==> src/rtl/lamp_drive_pkg.sv <==
// Shared constants and types for the eight-channel lamp drive controller.
package lamp_drive_pkg;

	// ------------------------------------------------------------------
	// Sizes and clock rate
	// ------------------------------------------------------------------
	localparam int CHANNELS     = 8;
	localparam int CORE_CLK_MHZ = 100;
	localparam int LAMP_CNT_W   = 12;
	localparam int DIM_CNT_W    = 23;

	// ------------------------------------------------------------------
	// Times and derived cycle counts
	// ------------------------------------------------------------------
	localparam int DEAD_TIME_NS       = 200;
	localparam int DEAD_CYCLES        = (DEAD_TIME_NS * CORE_CLK_MHZ + 999) / 1000;
	localparam int LAMP_FREQ_KHZ      = 50;
	localparam int LAMP_PERIOD_CYCLES = (CORE_CLK_MHZ * 1000) / LAMP_FREQ_KHZ;
	localparam int DIM_FREQ_HZ        = 200;
	localparam int DIM_PERIOD_CYCLES  = (CORE_CLK_MHZ * 1000000) / DIM_FREQ_HZ;
	localparam logic [11:0] ON_INIT   = 12'h000;
	localparam logic [11:0] ON_STEP   = 12'h001;

	// ------------------------------------------------------------------
	// Configuration memory map and field positions
	// ------------------------------------------------------------------
	localparam int MEM_BYTES            = 14;
	localparam logic [7:0] SSP_BASE     = 8'h00;
	localparam logic [7:0] CR1_ADDR     = 8'h04;
	localparam logic [7:0] CR2_ADDR     = 8'h05;
	localparam logic [7:0] USER_BASE    = 8'h06;
	localparam logic [7:0] MEM_LAST     = 8'h0D;
	localparam int CR1_BURST_SRC_BIT    = 0;
	localparam int CR1_DIM_CLK_SRC_BIT  = 1;
	localparam int CR1_BURST_OUT_BIT    = 2;
	localparam int CR1_LAMP_CLK_SRC_BIT = 3;
	localparam int CR2_RANGE_A_BIT      = 0;
	localparam int CR2_RANGE_B_BIT      = 1;

	// ------------------------------------------------------------------
	// Factory default contents
	// ------------------------------------------------------------------
	localparam logic [7:0] SSP_RESET  = 8'h00;
	localparam logic [7:0] CR1_RESET  = 8'h00;
	localparam logic [7:0] CR2_RESET  = 8'h01;
	localparam logic [7:0] USER_RESET = 8'hFF;

	// ------------------------------------------------------------------
	// Dim level scale, 10 mV per code step
	// ------------------------------------------------------------------
	localparam logic [7:0] DIM_LOW_CODE  = 8'h32;
	localparam logic [7:0] DIM_HIGH_CODE = 8'hC8;
	localparam logic [8:0] DIM_MIN_DUTY  = 9'h01A;
	localparam logic [8:0] DIM_FULL_DUTY = 9'h100;

	// ------------------------------------------------------------------
	// Serial port
	// ------------------------------------------------------------------
	localparam logic [6:0] I2C_ADDR_BASE = 7'h58;  // Arbitrary value.

	typedef enum logic [2:0] {
		I2C_IDLE     = 3'b000,
		I2C_ADDR     = 3'b001,
		I2C_ADDR_ACK = 3'b010,
		I2C_WR_BYTE  = 3'b011,
		I2C_WR_ACK   = 3'b100,
		I2C_RD_BYTE  = 3'b101,
		I2C_RD_ACK   = 3'b110
	} i2c_state_e;

endpackage : lamp_drive_pkg

==> src/rtl/channel_gate.sv <==
// One lamp channel: alternating gate pair with peak-current on-time control.
`timescale 1ns/100ps
module channel_gate #(
	parameter int W = 12
) (
	// Clock and reset
	input  wire logic         clk_in,
	input  wire logic         rst_n_in,
	// Timing from the lamp clock, and the burst run enable
	input  wire logic [W-1:0] rel_in,
	input  wire logic [W-1:0] half_in,
	input  wire logic         start_in,
	input  wire logic         run_in,
	// Lamp current comparator
	input  wire logic         peak_in,
	// Gate drives
	output logic              gate_a_out,
	output logic              gate_b_out
);
	logic [W-1:0] on_q;
	logic [W-1:0] max_on;
	logic [W-1:0] on_eff;
	logic         peak_seen_q;

	// Each gate stays on at most half a period minus the dead time.
	always_comb
	begin
		max_on = (half_in > W'(lamp_drive_pkg::DEAD_CYCLES)) ? half_in - W'(lamp_drive_pkg::DEAD_CYCLES) : '0;
		on_eff = (on_q > max_on) ? max_on : on_q;
	end

	// Peak seen during a lamp cycle.
	always_ff @(posedge clk_in or negedge rst_n_in)
	begin
		if (!rst_n_in)
			peak_seen_q <= 1'b0;
		else if (start_in)
			peak_seen_q <= peak_in;
		else if (peak_in)
			peak_seen_q <= 1'b1;
	end

	// Shorten the on-time after a peak over reference, lengthen it otherwise.
	always_ff @(posedge clk_in or negedge rst_n_in)
	begin
		if (!rst_n_in)
			on_q <= W'(lamp_drive_pkg::ON_INIT);
		else if (start_in && run_in)
		begin
			if (peak_seen_q)
				on_q <= (on_q > W'(lamp_drive_pkg::ON_STEP)) ? on_q - W'(lamp_drive_pkg::ON_STEP) : '0;
			else if (on_q < max_on)
				on_q <= on_q + W'(lamp_drive_pkg::ON_STEP);
		end
	end

	// Gate A in the first half, gate B in the second, never together.
	always_ff @(posedge clk_in or negedge rst_n_in)
	begin
		if (!rst_n_in)
		begin
			gate_a_out <= 1'b0;
			gate_b_out <= 1'b0;
		end
		else
		begin
			gate_a_out <= run_in && (rel_in < on_eff);
			gate_b_out <= run_in && (rel_in >= half_in) && (rel_in - half_in < on_eff);
		end
	end
endmodule : channel_gate

==> src/rtl/lamp_drive_burst_dimming_control.sv <==
// Top of the eight-channel lamp drive controller.
// Notes on behaviour
// - Burst high drives enabled channels at lamp frequency.
// - Burst low holds every gate output off.
// - Burst source bit selects internal or external.
// - Dimming clock from pin or internal oscillator.
// - Dim level maps linearly from minimum to full.
// - Internal burst driven out on dimming sync.
// - Receiver takes sync pin, ignores dim inputs.
// - Lamp clock source bit selects internal or external.
// - Internal lamp clock driven out on sync.
// - Gate turn-ons spread evenly over eight channels.
// - Burst gating hits all channels at once.
// - Gates alternate; on-time sets lamp current.
// - Peak current against reference sets duty.
// - Profile and control bytes reachable over serial.
// - Eight user bytes reachable over serial.
// - Configuration holds factory defaults until rewritten.
// - Slave address follows the address select pin.
`timescale 1ns/100ps
module lamp_drive_burst_dimming_control #(
	parameter int LAMP_PERIOD = lamp_drive_pkg::LAMP_PERIOD_CYCLES,
	parameter int DIM_PERIOD  = lamp_drive_pkg::DIM_PERIOD_CYCLES
) (
	// Clock and reset
	input  wire logic       core_clk_in,
	input  wire logic       rst_n_in,
	// Channel control
	input  wire logic [7:0] channel_enable_in,
	input  wire logic [7:0] dim_level_code_in,
	input  wire logic [7:0] lamp_current_sense_input_in,
	// Dimming and lamp timing pins
	input  wire logic       dimming_oscillator_pin_in,
	input  wire logic       dimming_sync_pin_in,
	output logic            dimming_sync_pin_out,
	output logic            dimming_sync_pin_oe_out,
	input  wire logic       lamp_sync_pin_in,
	output logic            lamp_sync_pin_out,
	output logic            lamp_sync_pin_oe_out,
	// Serial port
	input  wire logic       address_select_pin_in,
	input  wire logic       scl_in,
	input  wire logic       sda_in,
	output logic            sda_out,
	output logic            sda_oe_out,
	// Gate drives and status
	output logic [7:0]      gate_a_out,
	output logic [7:0]      gate_b_out,
	output logic            burst_modulation_out
);
	localparam int LW = lamp_drive_pkg::LAMP_CNT_W;
	localparam int DW = lamp_drive_pkg::DIM_CNT_W;

	// ------------------------------------------------------------------
	// Parameter checks
	// ------------------------------------------------------------------
	if (LAMP_PERIOD < 16 || LAMP_PERIOD >= (1 << LW))
		$error("LAMP_PERIOD out of range");
	if (DIM_PERIOD < 256 || DIM_PERIOD >= (1 << DW))
		$error("DIM_PERIOD out of range");

	// ------------------------------------------------------------------
	// Functions
	// ------------------------------------------------------------------
	function automatic logic [8:0] burst_duty(input logic [7:0] code);
		logic [15:0] span;
		span = 16'(code - lamp_drive_pkg::DIM_LOW_CODE) * 16'(lamp_drive_pkg::DIM_FULL_DUTY - lamp_drive_pkg::DIM_MIN_DUTY);
		if (code <= lamp_drive_pkg::DIM_LOW_CODE)
			return lamp_drive_pkg::DIM_MIN_DUTY;
		if (code >= lamp_drive_pkg::DIM_HIGH_CODE)
			return lamp_drive_pkg::DIM_FULL_DUTY;
		return 9'(lamp_drive_pkg::DIM_MIN_DUTY + 9'(span / 16'(lamp_drive_pkg::DIM_HIGH_CODE - lamp_drive_pkg::DIM_LOW_CODE)));
	endfunction : burst_duty

	function automatic logic [7:0] default_byte(input int idx);
		if (idx < int'(lamp_drive_pkg::CR1_ADDR))
			return lamp_drive_pkg::SSP_RESET;
		if (idx == int'(lamp_drive_pkg::CR1_ADDR))
			return lamp_drive_pkg::CR1_RESET;
		if (idx == int'(lamp_drive_pkg::CR2_ADDR))
			return lamp_drive_pkg::CR2_RESET;
		return lamp_drive_pkg::USER_RESET;
	endfunction : default_byte

	// ------------------------------------------------------------------
	// Pin synchronisers
	// ------------------------------------------------------------------
	logic [5:0] pins_s;
	logic [7:0] sense_s;
	logic       lamp_sync_s;
	logic       dim_sync_s;
	logic       dim_osc_s;
	logic       scl_s;
	logic       sda_s;
	logic       addr_sel_s;

	pin_sync #(.W(14)) u_pin_sync (
		.clk_in    (core_clk_in),
		.rst_n_in  (rst_n_in),
		.pin_in    ({lamp_current_sense_input_in, address_select_pin_in, sda_in, scl_in,
		             dimming_oscillator_pin_in, dimming_sync_pin_in, lamp_sync_pin_in}),
		.level_out ({sense_s, pins_s})
	);

	assign {addr_sel_s, sda_s, scl_s, dim_osc_s, dim_sync_s, lamp_sync_s} = pins_s;

	// ------------------------------------------------------------------
	// Configuration memory
	// ------------------------------------------------------------------
	logic [7:0] mem_q [lamp_drive_pkg::MEM_BYTES];
	logic       mem_we;
	logic [7:0] mem_wptr;
	logic [7:0] mem_wdata;
	logic [7:0] cr1;

	// Factory defaults until a serial write.
	always_ff @(posedge core_clk_in or negedge rst_n_in)
	begin
		if (!rst_n_in)
		begin
			for (int i = 0; i < lamp_drive_pkg::MEM_BYTES; i++)
				mem_q[i] <= default_byte(i);
		end
		else if (mem_we && mem_wptr <= lamp_drive_pkg::MEM_LAST)
			mem_q[mem_wptr[3:0]] <= mem_wdata;
	end

	assign cr1 = mem_q[lamp_drive_pkg::CR1_ADDR[3:0]];

	// ------------------------------------------------------------------
	// Burst modulation
	// ------------------------------------------------------------------
	logic          burst_ext_sel;
	logic          dim_ext_sel;
	logic          dim_osc_p_q;
	logic          dim_edge;
	logic [DW-1:0] dim_cnt_q;
	logic [DW-1:0] dim_period_q;
	logic [31:0]   dim_thresh;
	logic [8:0]    duty;
	logic          burst_int_q;

	assign burst_ext_sel = cr1[lamp_drive_pkg::CR1_BURST_SRC_BIT];
	assign dim_ext_sel   = cr1[lamp_drive_pkg::CR1_DIM_CLK_SRC_BIT];
	assign duty          = burst_duty(dim_level_code_in);
	assign dim_thresh    = (32'(dim_period_q) * 32'(duty)) >> 8;
	// Dimming clock edge from the pin or from the internal divider.
	assign dim_edge      = dim_ext_sel ? (dim_osc_s && !dim_osc_p_q)
	                                   : (dim_cnt_q >= DW'(DIM_PERIOD - 1));

	// The period of an external dimming clock is measured, so duty follows any rate in range.
	always_ff @(posedge core_clk_in or negedge rst_n_in)
	begin
		if (!rst_n_in)
		begin
			dim_osc_p_q  <= 1'b0;
			dim_cnt_q    <= '0;
			dim_period_q <= DW'(DIM_PERIOD);
		end
		else
		begin
			dim_osc_p_q <= dim_osc_s;
			if (dim_edge)
			begin
				dim_cnt_q    <= '0;
				dim_period_q <= dim_ext_sel ? dim_cnt_q + DW'(1) : DW'(DIM_PERIOD);
			end
			else if (dim_cnt_q != '1)
				dim_cnt_q <= dim_cnt_q + DW'(1);
		end
	end

	// Internal burst is high for the duty fraction of each dimming period.
	always_ff @(posedge core_clk_in or negedge rst_n_in)
	begin
		if (!rst_n_in)
			burst_int_q <= 1'b0;
		else
			burst_int_q <= (duty == lamp_drive_pkg::DIM_FULL_DUTY) || (32'(dim_cnt_q) < dim_thresh);
	end

	// Registered once and shared by every channel; a receiver ignores the dim inputs.
	always_ff @(posedge core_clk_in or negedge rst_n_in)
	begin
		if (!rst_n_in)
			burst_modulation_out <= 1'b0;
		else
			burst_modulation_out <= burst_ext_sel ? dim_sync_s : burst_int_q;
	end

	// Only an internal source with the burst output bit clear drives the pin.
	assign dimming_sync_pin_out    = burst_int_q;
	assign dimming_sync_pin_oe_out = !burst_ext_sel && !cr1[lamp_drive_pkg::CR1_BURST_OUT_BIT];

	// ------------------------------------------------------------------
	// Lamp clock
	// ------------------------------------------------------------------
	logic          lamp_ext_sel;
	logic          lamp_sync_p_q;
	logic          lamp_edge;
	logic [LW-1:0] lamp_phase_q;
	logic [LW-1:0] lamp_period_q;
	logic [LW-1:0] lamp_half;

	assign lamp_ext_sel = cr1[lamp_drive_pkg::CR1_LAMP_CLK_SRC_BIT];
	assign lamp_half    = lamp_period_q >> 1;
	assign lamp_edge    = lamp_ext_sel ? (lamp_sync_s && !lamp_sync_p_q)
	                                   : (lamp_phase_q >= LW'(LAMP_PERIOD - 1));

	// Slower external lamp clocks saturate the count.
	always_ff @(posedge core_clk_in or negedge rst_n_in)
	begin
		if (!rst_n_in)
		begin
			lamp_sync_p_q <= 1'b0;
			lamp_phase_q  <= '0;
			lamp_period_q <= LW'(LAMP_PERIOD);
		end
		else
		begin
			lamp_sync_p_q <= lamp_sync_s;
			if (lamp_edge)
			begin
				lamp_phase_q  <= '0;
				lamp_period_q <= lamp_ext_sel ? lamp_phase_q + LW'(1) : LW'(LAMP_PERIOD);
			end
			else if (lamp_phase_q != '1)
				lamp_phase_q <= lamp_phase_q + LW'(1);
		end
	end

	// Lamp clock out, high in the first half.
	always_ff @(posedge core_clk_in or negedge rst_n_in)
	begin
		if (!rst_n_in)
			lamp_sync_pin_out <= 1'b0;
		else
			lamp_sync_pin_out <= lamp_phase_q < lamp_half;
	end

	assign lamp_sync_pin_oe_out = !lamp_ext_sel;

	// ------------------------------------------------------------------
	// Channels with staggered phase
	// ------------------------------------------------------------------
	for (genvar k = 0; k < lamp_drive_pkg::CHANNELS; k++)
	begin : g_ch
		logic [15:0]   off_prod;
		logic [LW-1:0] offset;
		logic [LW-1:0] rel;

		// Channel k starts k eighths of a period after channel 0.
		assign off_prod = 16'(lamp_period_q) * 16'(k);
		assign offset   = off_prod[LW+2:3];
		assign rel      = (lamp_phase_q >= offset) ? lamp_phase_q - offset : lamp_phase_q + lamp_period_q - offset;

		channel_gate #(.W(LW)) u_gate (
			.clk_in     (core_clk_in),
			.rst_n_in   (rst_n_in),
			.rel_in     (rel),
			.half_in    (lamp_half),
			.start_in   (rel == '0),
			.run_in     (burst_modulation_out && channel_enable_in[k]),
			.peak_in    (sense_s[k]),
			.gate_a_out (gate_a_out[k]),
			.gate_b_out (gate_b_out[k])
		);
	end

	// ------------------------------------------------------------------
	// Serial slave
	// ------------------------------------------------------------------
	lamp_drive_pkg::i2c_state_e state_q;
	logic       scl_p_q;
	logic       sda_p_q;
	logic [3:0] bit_cnt_q;
	logic [7:0] rx_q;
	logic [7:0] tx_q;
	logic [7:0] ptr_q;
	logic       rw_q;
	logic       first_q;
	logic       nack_q;
	logic       oe_q;
	logic       i2c_start;
	logic       i2c_stop;
	logic       scl_rise;
	logic       scl_fall;
	logic [6:0] my_addr;
	logic [7:0] rd_byte;
	logic [7:0] ptr_next;

	assign i2c_start = scl_s && scl_p_q && sda_p_q && !sda_s;
	assign i2c_stop  = scl_s && scl_p_q && !sda_p_q && sda_s;
	assign scl_rise  = scl_s && !scl_p_q;
	assign scl_fall  = !scl_s && scl_p_q;
	assign my_addr   = lamp_drive_pkg::I2C_ADDR_BASE | {6'h00, addr_sel_s};
	assign rd_byte   = (ptr_q <= lamp_drive_pkg::MEM_LAST) ? mem_q[ptr_q[3:0]] : 8'h00;
	assign ptr_next  = (ptr_q >= lamp_drive_pkg::MEM_LAST) ? 8'h00 : ptr_q + 8'h01;
	assign mem_we    = (state_q == lamp_drive_pkg::I2C_WR_BYTE) && scl_fall && (bit_cnt_q == 4'h8) && !first_q;
	assign mem_wptr  = ptr_q;
	assign mem_wdata = rx_q;
	assign sda_out   = 1'b0;
	assign sda_oe_out = oe_q;

	// Previous bus levels for edge detection.
	always_ff @(posedge core_clk_in or negedge rst_n_in)
	begin
		if (!rst_n_in)
		begin
			scl_p_q <= 1'b1;
			sda_p_q <= 1'b1;
		end
		else
		begin
			scl_p_q <= scl_s;
			sda_p_q <= sda_s;
		end
	end

	// Bytes are sampled on clock rise; the slave changes its data line only after clock fall.
	always_ff @(posedge core_clk_in or negedge rst_n_in)
	begin
		if (!rst_n_in)
		begin
			state_q   <= lamp_drive_pkg::I2C_IDLE;
			bit_cnt_q <= 4'h0;
			rx_q      <= 8'h00;
			tx_q      <= 8'h00;
			ptr_q     <= 8'h00;
			rw_q      <= 1'b0;
			first_q   <= 1'b0;
			nack_q    <= 1'b0;
			oe_q      <= 1'b0;
		end
		else if (i2c_start)
		begin
			state_q   <= lamp_drive_pkg::I2C_ADDR;
			bit_cnt_q <= 4'h0;
			oe_q      <= 1'b0;
		end
		else if (i2c_stop)
		begin
			state_q <= lamp_drive_pkg::I2C_IDLE;
			oe_q    <= 1'b0;
		end
		else
		begin
			if (scl_rise && bit_cnt_q < 4'h8)
			begin
				rx_q      <= {rx_q[6:0], sda_s};
				bit_cnt_q <= bit_cnt_q + 4'h1;
			end
			if (scl_rise && state_q == lamp_drive_pkg::I2C_RD_ACK)
				nack_q <= sda_s;
			case (state_q)
				lamp_drive_pkg::I2C_ADDR:
					if (scl_fall && bit_cnt_q == 4'h8)
					begin
						if (rx_q[7:1] == my_addr)
						begin
							state_q <= lamp_drive_pkg::I2C_ADDR_ACK;
							rw_q    <= rx_q[0];
							oe_q    <= 1'b1;
						end
						else
							state_q <= lamp_drive_pkg::I2C_IDLE;
					end
				lamp_drive_pkg::I2C_ADDR_ACK, lamp_drive_pkg::I2C_RD_ACK:
					if (scl_fall)
					begin
						bit_cnt_q <= 4'h0;
						if (state_q == lamp_drive_pkg::I2C_RD_ACK && nack_q)
						begin
							state_q <= lamp_drive_pkg::I2C_IDLE;
							oe_q    <= 1'b0;
						end
						else if (rw_q)
						begin
							state_q <= lamp_drive_pkg::I2C_RD_BYTE;
							tx_q    <= {rd_byte[6:0], 1'b0};
							oe_q    <= !rd_byte[7];
							bit_cnt_q <= 4'h0;
						end
						else
						begin
							state_q <= lamp_drive_pkg::I2C_WR_BYTE;
							first_q <= 1'b1;
							oe_q    <= 1'b0;
						end
					end
				lamp_drive_pkg::I2C_WR_BYTE:
					if (scl_fall && bit_cnt_q == 4'h8)
					begin
						state_q <= lamp_drive_pkg::I2C_WR_ACK;
						oe_q    <= 1'b1;
						first_q <= 1'b0;
						ptr_q   <= first_q ? rx_q : ptr_next;
					end
				lamp_drive_pkg::I2C_WR_ACK:
					if (scl_fall)
					begin
						state_q   <= lamp_drive_pkg::I2C_WR_BYTE;
						oe_q      <= 1'b0;
						bit_cnt_q <= 4'h0;
					end
				lamp_drive_pkg::I2C_RD_BYTE:
					if (scl_fall)
					begin
						if (bit_cnt_q == 4'h8)
						begin
							state_q <= lamp_drive_pkg::I2C_RD_ACK;
							oe_q    <= 1'b0;
							ptr_q   <= ptr_next;
						end
						else
						begin
							oe_q <= !tx_q[7];
							tx_q <= {tx_q[6:0], 1'b0};
						end
					end
				default:
					oe_q <= 1'b0;
			endcase
		end
	end

endmodule : lamp_drive_burst_dimming_control

==> src/rtl/pin_sync.sv <==
// Three-stage input synchroniser with agreement filter for pin inputs.
`timescale 1ns/100ps
module pin_sync #(
	parameter int W = 1
) (
	// Clock and reset
	input  wire logic         clk_in,
	input  wire logic         rst_n_in,
	// Pins and filtered result
	input  wire logic [W-1:0] pin_in,
	output logic      [W-1:0] level_out
);
	logic [W-1:0] s1_q;
	logic [W-1:0] s2_q;
	logic [W-1:0] s3_q;

	// The first stage feeds only the second, so no logic sees a metastable value.
	always_ff @(posedge clk_in or negedge rst_n_in)
	begin
		if (!rst_n_in)
		begin
			s1_q <= '0;
			s2_q <= '0;
			s3_q <= '0;
		end
		else
		begin
			s1_q <= pin_in;
			s2_q <= s1_q;
			s3_q <= s2_q;
		end
	end

	// A bit changes only once the second and third stages agree.
	always_ff @(posedge clk_in or negedge rst_n_in)
	begin
		if (!rst_n_in)
			level_out <= '0;
		else
			for (int i = 0; i < W; i++)
				if (s2_q[i] == s3_q[i])
					level_out[i] <= s3_q[i];
	end
endmodule : pin_sync

==> config.mk <==
export PLATFORM = sky130hd
export DESIGN_NAME = lamp_drive_burst_dimming_control
export DESIGN_NICKNAME = d
export VERILOG_FILES = /design/src/rtl/lamp_drive_pkg.sv /design/src/rtl/channel_gate.sv /design/src/rtl/lamp_drive_burst_dimming_control.sv /design/src/rtl/pin_sync.sv
export SDC_FILE = /design/constraint.sdc
export NUM_CORES = 2
export LEC_CHECK = 0
export ABC_AREA = 1
export ABC_CLOCK_PERIOD_IN_PS = 7800
export CELL_PAD_IN_SITES_DETAIL_PLACEMENT = 1
export CELL_PAD_IN_SITES_GLOBAL_PLACEMENT = 2
export CORE_ASPECT_RATIO = 0.5
export CORE_MARGIN = 2
export CORE_UTILIZATION = 25
export DETAILED_ROUTE_END_ITERATION = 8
export DONT_BUFFER_PORTS = 1
export PLACE_DENSITY_LB_ADDON = 0.05
export RECOVER_POWER = 50
export SYNTH_ARGS = -nofsm -noshare
export SYNTH_HDL_FRONTEND = slang
export SYNTH_SLANG_ARGS = --single-unit
==> constraint.sdc <==
create_clock -name core_clk_in -period 7.8 [get_ports core_clk_in]
set_clock_uncertainty 0.15 [all_clocks]
set_input_delay 0.39 -clock core_clk_in [delete_from_list [all_inputs] [get_ports core_clk_in]]
set_output_delay 0.39 -clock core_clk_in [all_outputs]
set_load 0.05 [all_outputs]
==> flow_summary_export.csv <==
group,metric,value,unit
logic_synthesis,yosysTopAreaCell,"ha_1",
global_route,grt_pass1_wl,329000,um
final_layout,drive_gt1_frac,0.200,
global_route,grt_overflow_total,0,
floorplanning,coreArea,200000,sq um
routing,first_pass_iters,5,
clock_tree,cts_root_buf,"clkbuf_16",
run_status,failed_checks,"negative hold slack, negative setup slack",
sta,post-route-period-util,1.68,
critical_path,critical_path_arrival,13.59,ns
clock_tree,cts.path.max_buffers,3,
clock_tree,hold_buffers,21,
placement,gp_congestion,0.854,
logic_synthesis,synth_seq_area_share,0.201,
final_layout,fin_util,0.317,
floorplanning,io_pins,55,
sta,hold_slack,-0.742,ns
sta,setup_viol,1,
critical_path,worstSetupPathType,"input port to flop",
final_layout,final_common_cell,"nand2_1",
logic_synthesis,synth_cells,6840,
floorplanning,rows,116,
critical_path,crit_top_cell,"nand2_4",
critical_path,start_kind,"input port",
clock_tree,cts_tree,"done",
floorplanning,start_util,0.251,
logic_synthesis,ys_warn_count,0,
global_route,track_usage,0.211,
logic_synthesis,ys_seq_elements,399,
placement,dp_hpwl,166000,um
sta,period_minus_slack,13.12,ns
critical_path,cpPeakStageDelay,0.58,ns
sta,tightest_slew,1.21,ns
critical_path,cp_slowest_cell,"fa_1",
global_route,grt_pass1_vias,52800,
run_status,outcome,"complete, but fails checks",
sta,relSlewSlack,0.195,
critical_path,path_max_fanout,8,
sta,rsz0062_at_grt,"yes",
global_route,grt_antenna_before_repair,18,
logic_synthesis,syn_nets,7771,
final_layout,stdcell_count,10200,
clock_tree,htree_levels,2,
logic_synthesis,synthDistinctLibCells,78,
logic_synthesis,synthTopCellsByArea,"ha_1, dfrtp_1, nand2_1",
sta,setup_ws,-5.32,ns
final_layout,final_cell_mix,"nand2_1, inv_1, ha_1",
sta,hold_violations,399,
critical_path,worstPathRequired,8.27,ns
logic_synthesis,synth.avg_cell_area,7.34,sq um
clock_tree,clk_pin_slew,0.07,ns
floorplanning,fp.dieH,321,um
clock_tree,insertion_delay,0.73,ns
floorplanning,design.die.area,205000,sq um
sta,fmax,0.0762,GHz
floorplanning,die_w,638,um
routing,drc,0,
clock_tree,cts_buffers,51,
placement,place_ws,-6.68,ns
final_layout,syn_to_final_growth,26.2,%
routing,vias,49300,
critical_path,end_kind,"flop",
routing,routedWlPerCell,21.5,um
routing,vias_per_cell,4.86,
worst_hold_path,hold_path_class,"input port to asynchronous set/reset pin",
placement,portBuffers,0,
logic_synthesis,ys.flop_type,"dfrtp_1",
sta,slew_violations,0,
logic_synthesis,syn_area,50200,sq um
routing,drt-total-wl,218000,um
run,maxCapViolCount,0,
logic_synthesis,synth_top_area_frac,0.175,
routing,dr.first_iter.drc_count,2210,
final_layout,final_nets,8384,
logic_synthesis,async_flop_share,1.00,
clock_tree,clkSinkCount,399,
placement,dp.cells,9881,
routing,ant_nets,0,
global_route,grt_max_degree,400,
logic_synthesis,synth-edff-count,0,
==> cells in the mapped netlist (16+ instances only) <==
master / instances
a211oi_1: 22
buf_4: 17
o31ai_1: 18
clkbuf_1: 124
o21ai_0: 597
dfrtp_1: 319
inv_1: 1039
nand2_2: 58
nand4_1: 84
a21o_1: 30
nand3_1: 252
ha_1: 704
o22ai_1: 49
o21bai_1: 65
a21oi_1: 490
a31oi_1: 16
nor2_1: 512
nand2_1: 1283
nor3_1: 82
fa_1: 195
o211ai_1: 28
a22oi_1: 23
o32ai_1: 24
xnor2_1: 96
inv_2: 20
xor2_1: 290
or2_2: 17
dfstp_2: 80
nor4_1: 54
==> worst max-delay path: cells and delay by family <==
kind | cells | cell delay (ns)
AO/OA/AOI/OAI | 10 | 1.56
XOR/XNOR | 3 | 0.40
adder cells (fa/ha/maj) | 11 | 4.33
buffers and inverters | 24 | 2.23
AND/OR/NAND/NOR | 55 | 4.63
==> sequential cells by signal, indices dropped and copies added, names as in the netlist, 12 cells and up <==
register,count
mem_q,104
g_ch.u_gate.on_q,96
dim_cnt_q,23
dim_period_q,23
u_pin_sync.level_out,14
u_pin_sync.s1_q,14
u_pin_sync.s2_q,14
u_pin_sync.s3_q,14
lamp_period_q,12
lamp_phase_q,12
==> per-stage QoR <==
step / setup TNS, ns / instance area, sq um
after floorplan: -5.31 / 51000
after global placement: -7.49 / 57800
after detailed placement: -8.00 / 57800
after CTS: -5.13 / 61400
after global routing: -6.59 / 63400
final: -5.32 / 63400
==> metal layers <==
metal  GRT usage  vias up  share of wire
met5           0        -              0
met4      0.0571        0          0.029
met3      0.0238      216          0.033
met2       0.357      603           0.47
met1       0.283    24500           0.47
li1            -    24000              -
==> cell families after synthesis <==
| group | Yosys count | synth area share |
|---|---|---|
| buffers and inverters | 1221 | 0.0933 |
| DFF | 399 | 0.201 |
| xor gates and xnor gates | 388 | 0.0682 |
| and+or+nand+nor | 2418 | 0.208 |
| muxes | 15 | 0.00302 |
| AOI/OAI and AO/OA | 1485 | 0.170 |
| adders and majority gates | 913 | 0.256 |
| other | 1 | 0.0000747 |
==> final cells by class <==
type                    count  area, sq um
clock buffers              67         1410
flip-flops and latches    399        10100
fillers                 24000       136000
inverters                1070         4100
repair buffers            709         5740
diodes                      7         17.5
clock inverters            27          367
multi-input cells        5222        38300
well taps                2655         3320
==> path summary, 6_finish.rpt <==
check	startpoint	to	slack [ns]	cells past startpoint
max	dim_level_code_in[1]	dimming_sync_pin_out	-5.32	103
min	rst_n_in	u_pin_sync.s1_q[3]	-0.74	0
max reg2reg	lamp_period_q[4]	g_ch[7].u_gate.gate_b_out	0.22	42
min reg2reg	u_pin_sync.s1_q[5]	u_pin_sync.s2_q[5]	0.20	0
max in group asynchronous	rst_n_in	g_ch[2].u_gate.on_q[11]	7.24	0
min in group core_clk_in	scl_in	u_pin_sync.s1_q[3]	0.08	1
==> timing repair <==
item / 4_1_cts / 5_1_grt
endpoints found under the hold margin: 428 / 399
pin swaps: 184 / 261
gates cloned: 3 / 0
endpoints found under the setup margin: 13 / 16
resized for setup: 265 / 316
buffers inserted: 73 / 79
Power is not shown: default switching activity piles up to over one toggle a cycle in this logic, so the estimate is an artifact.
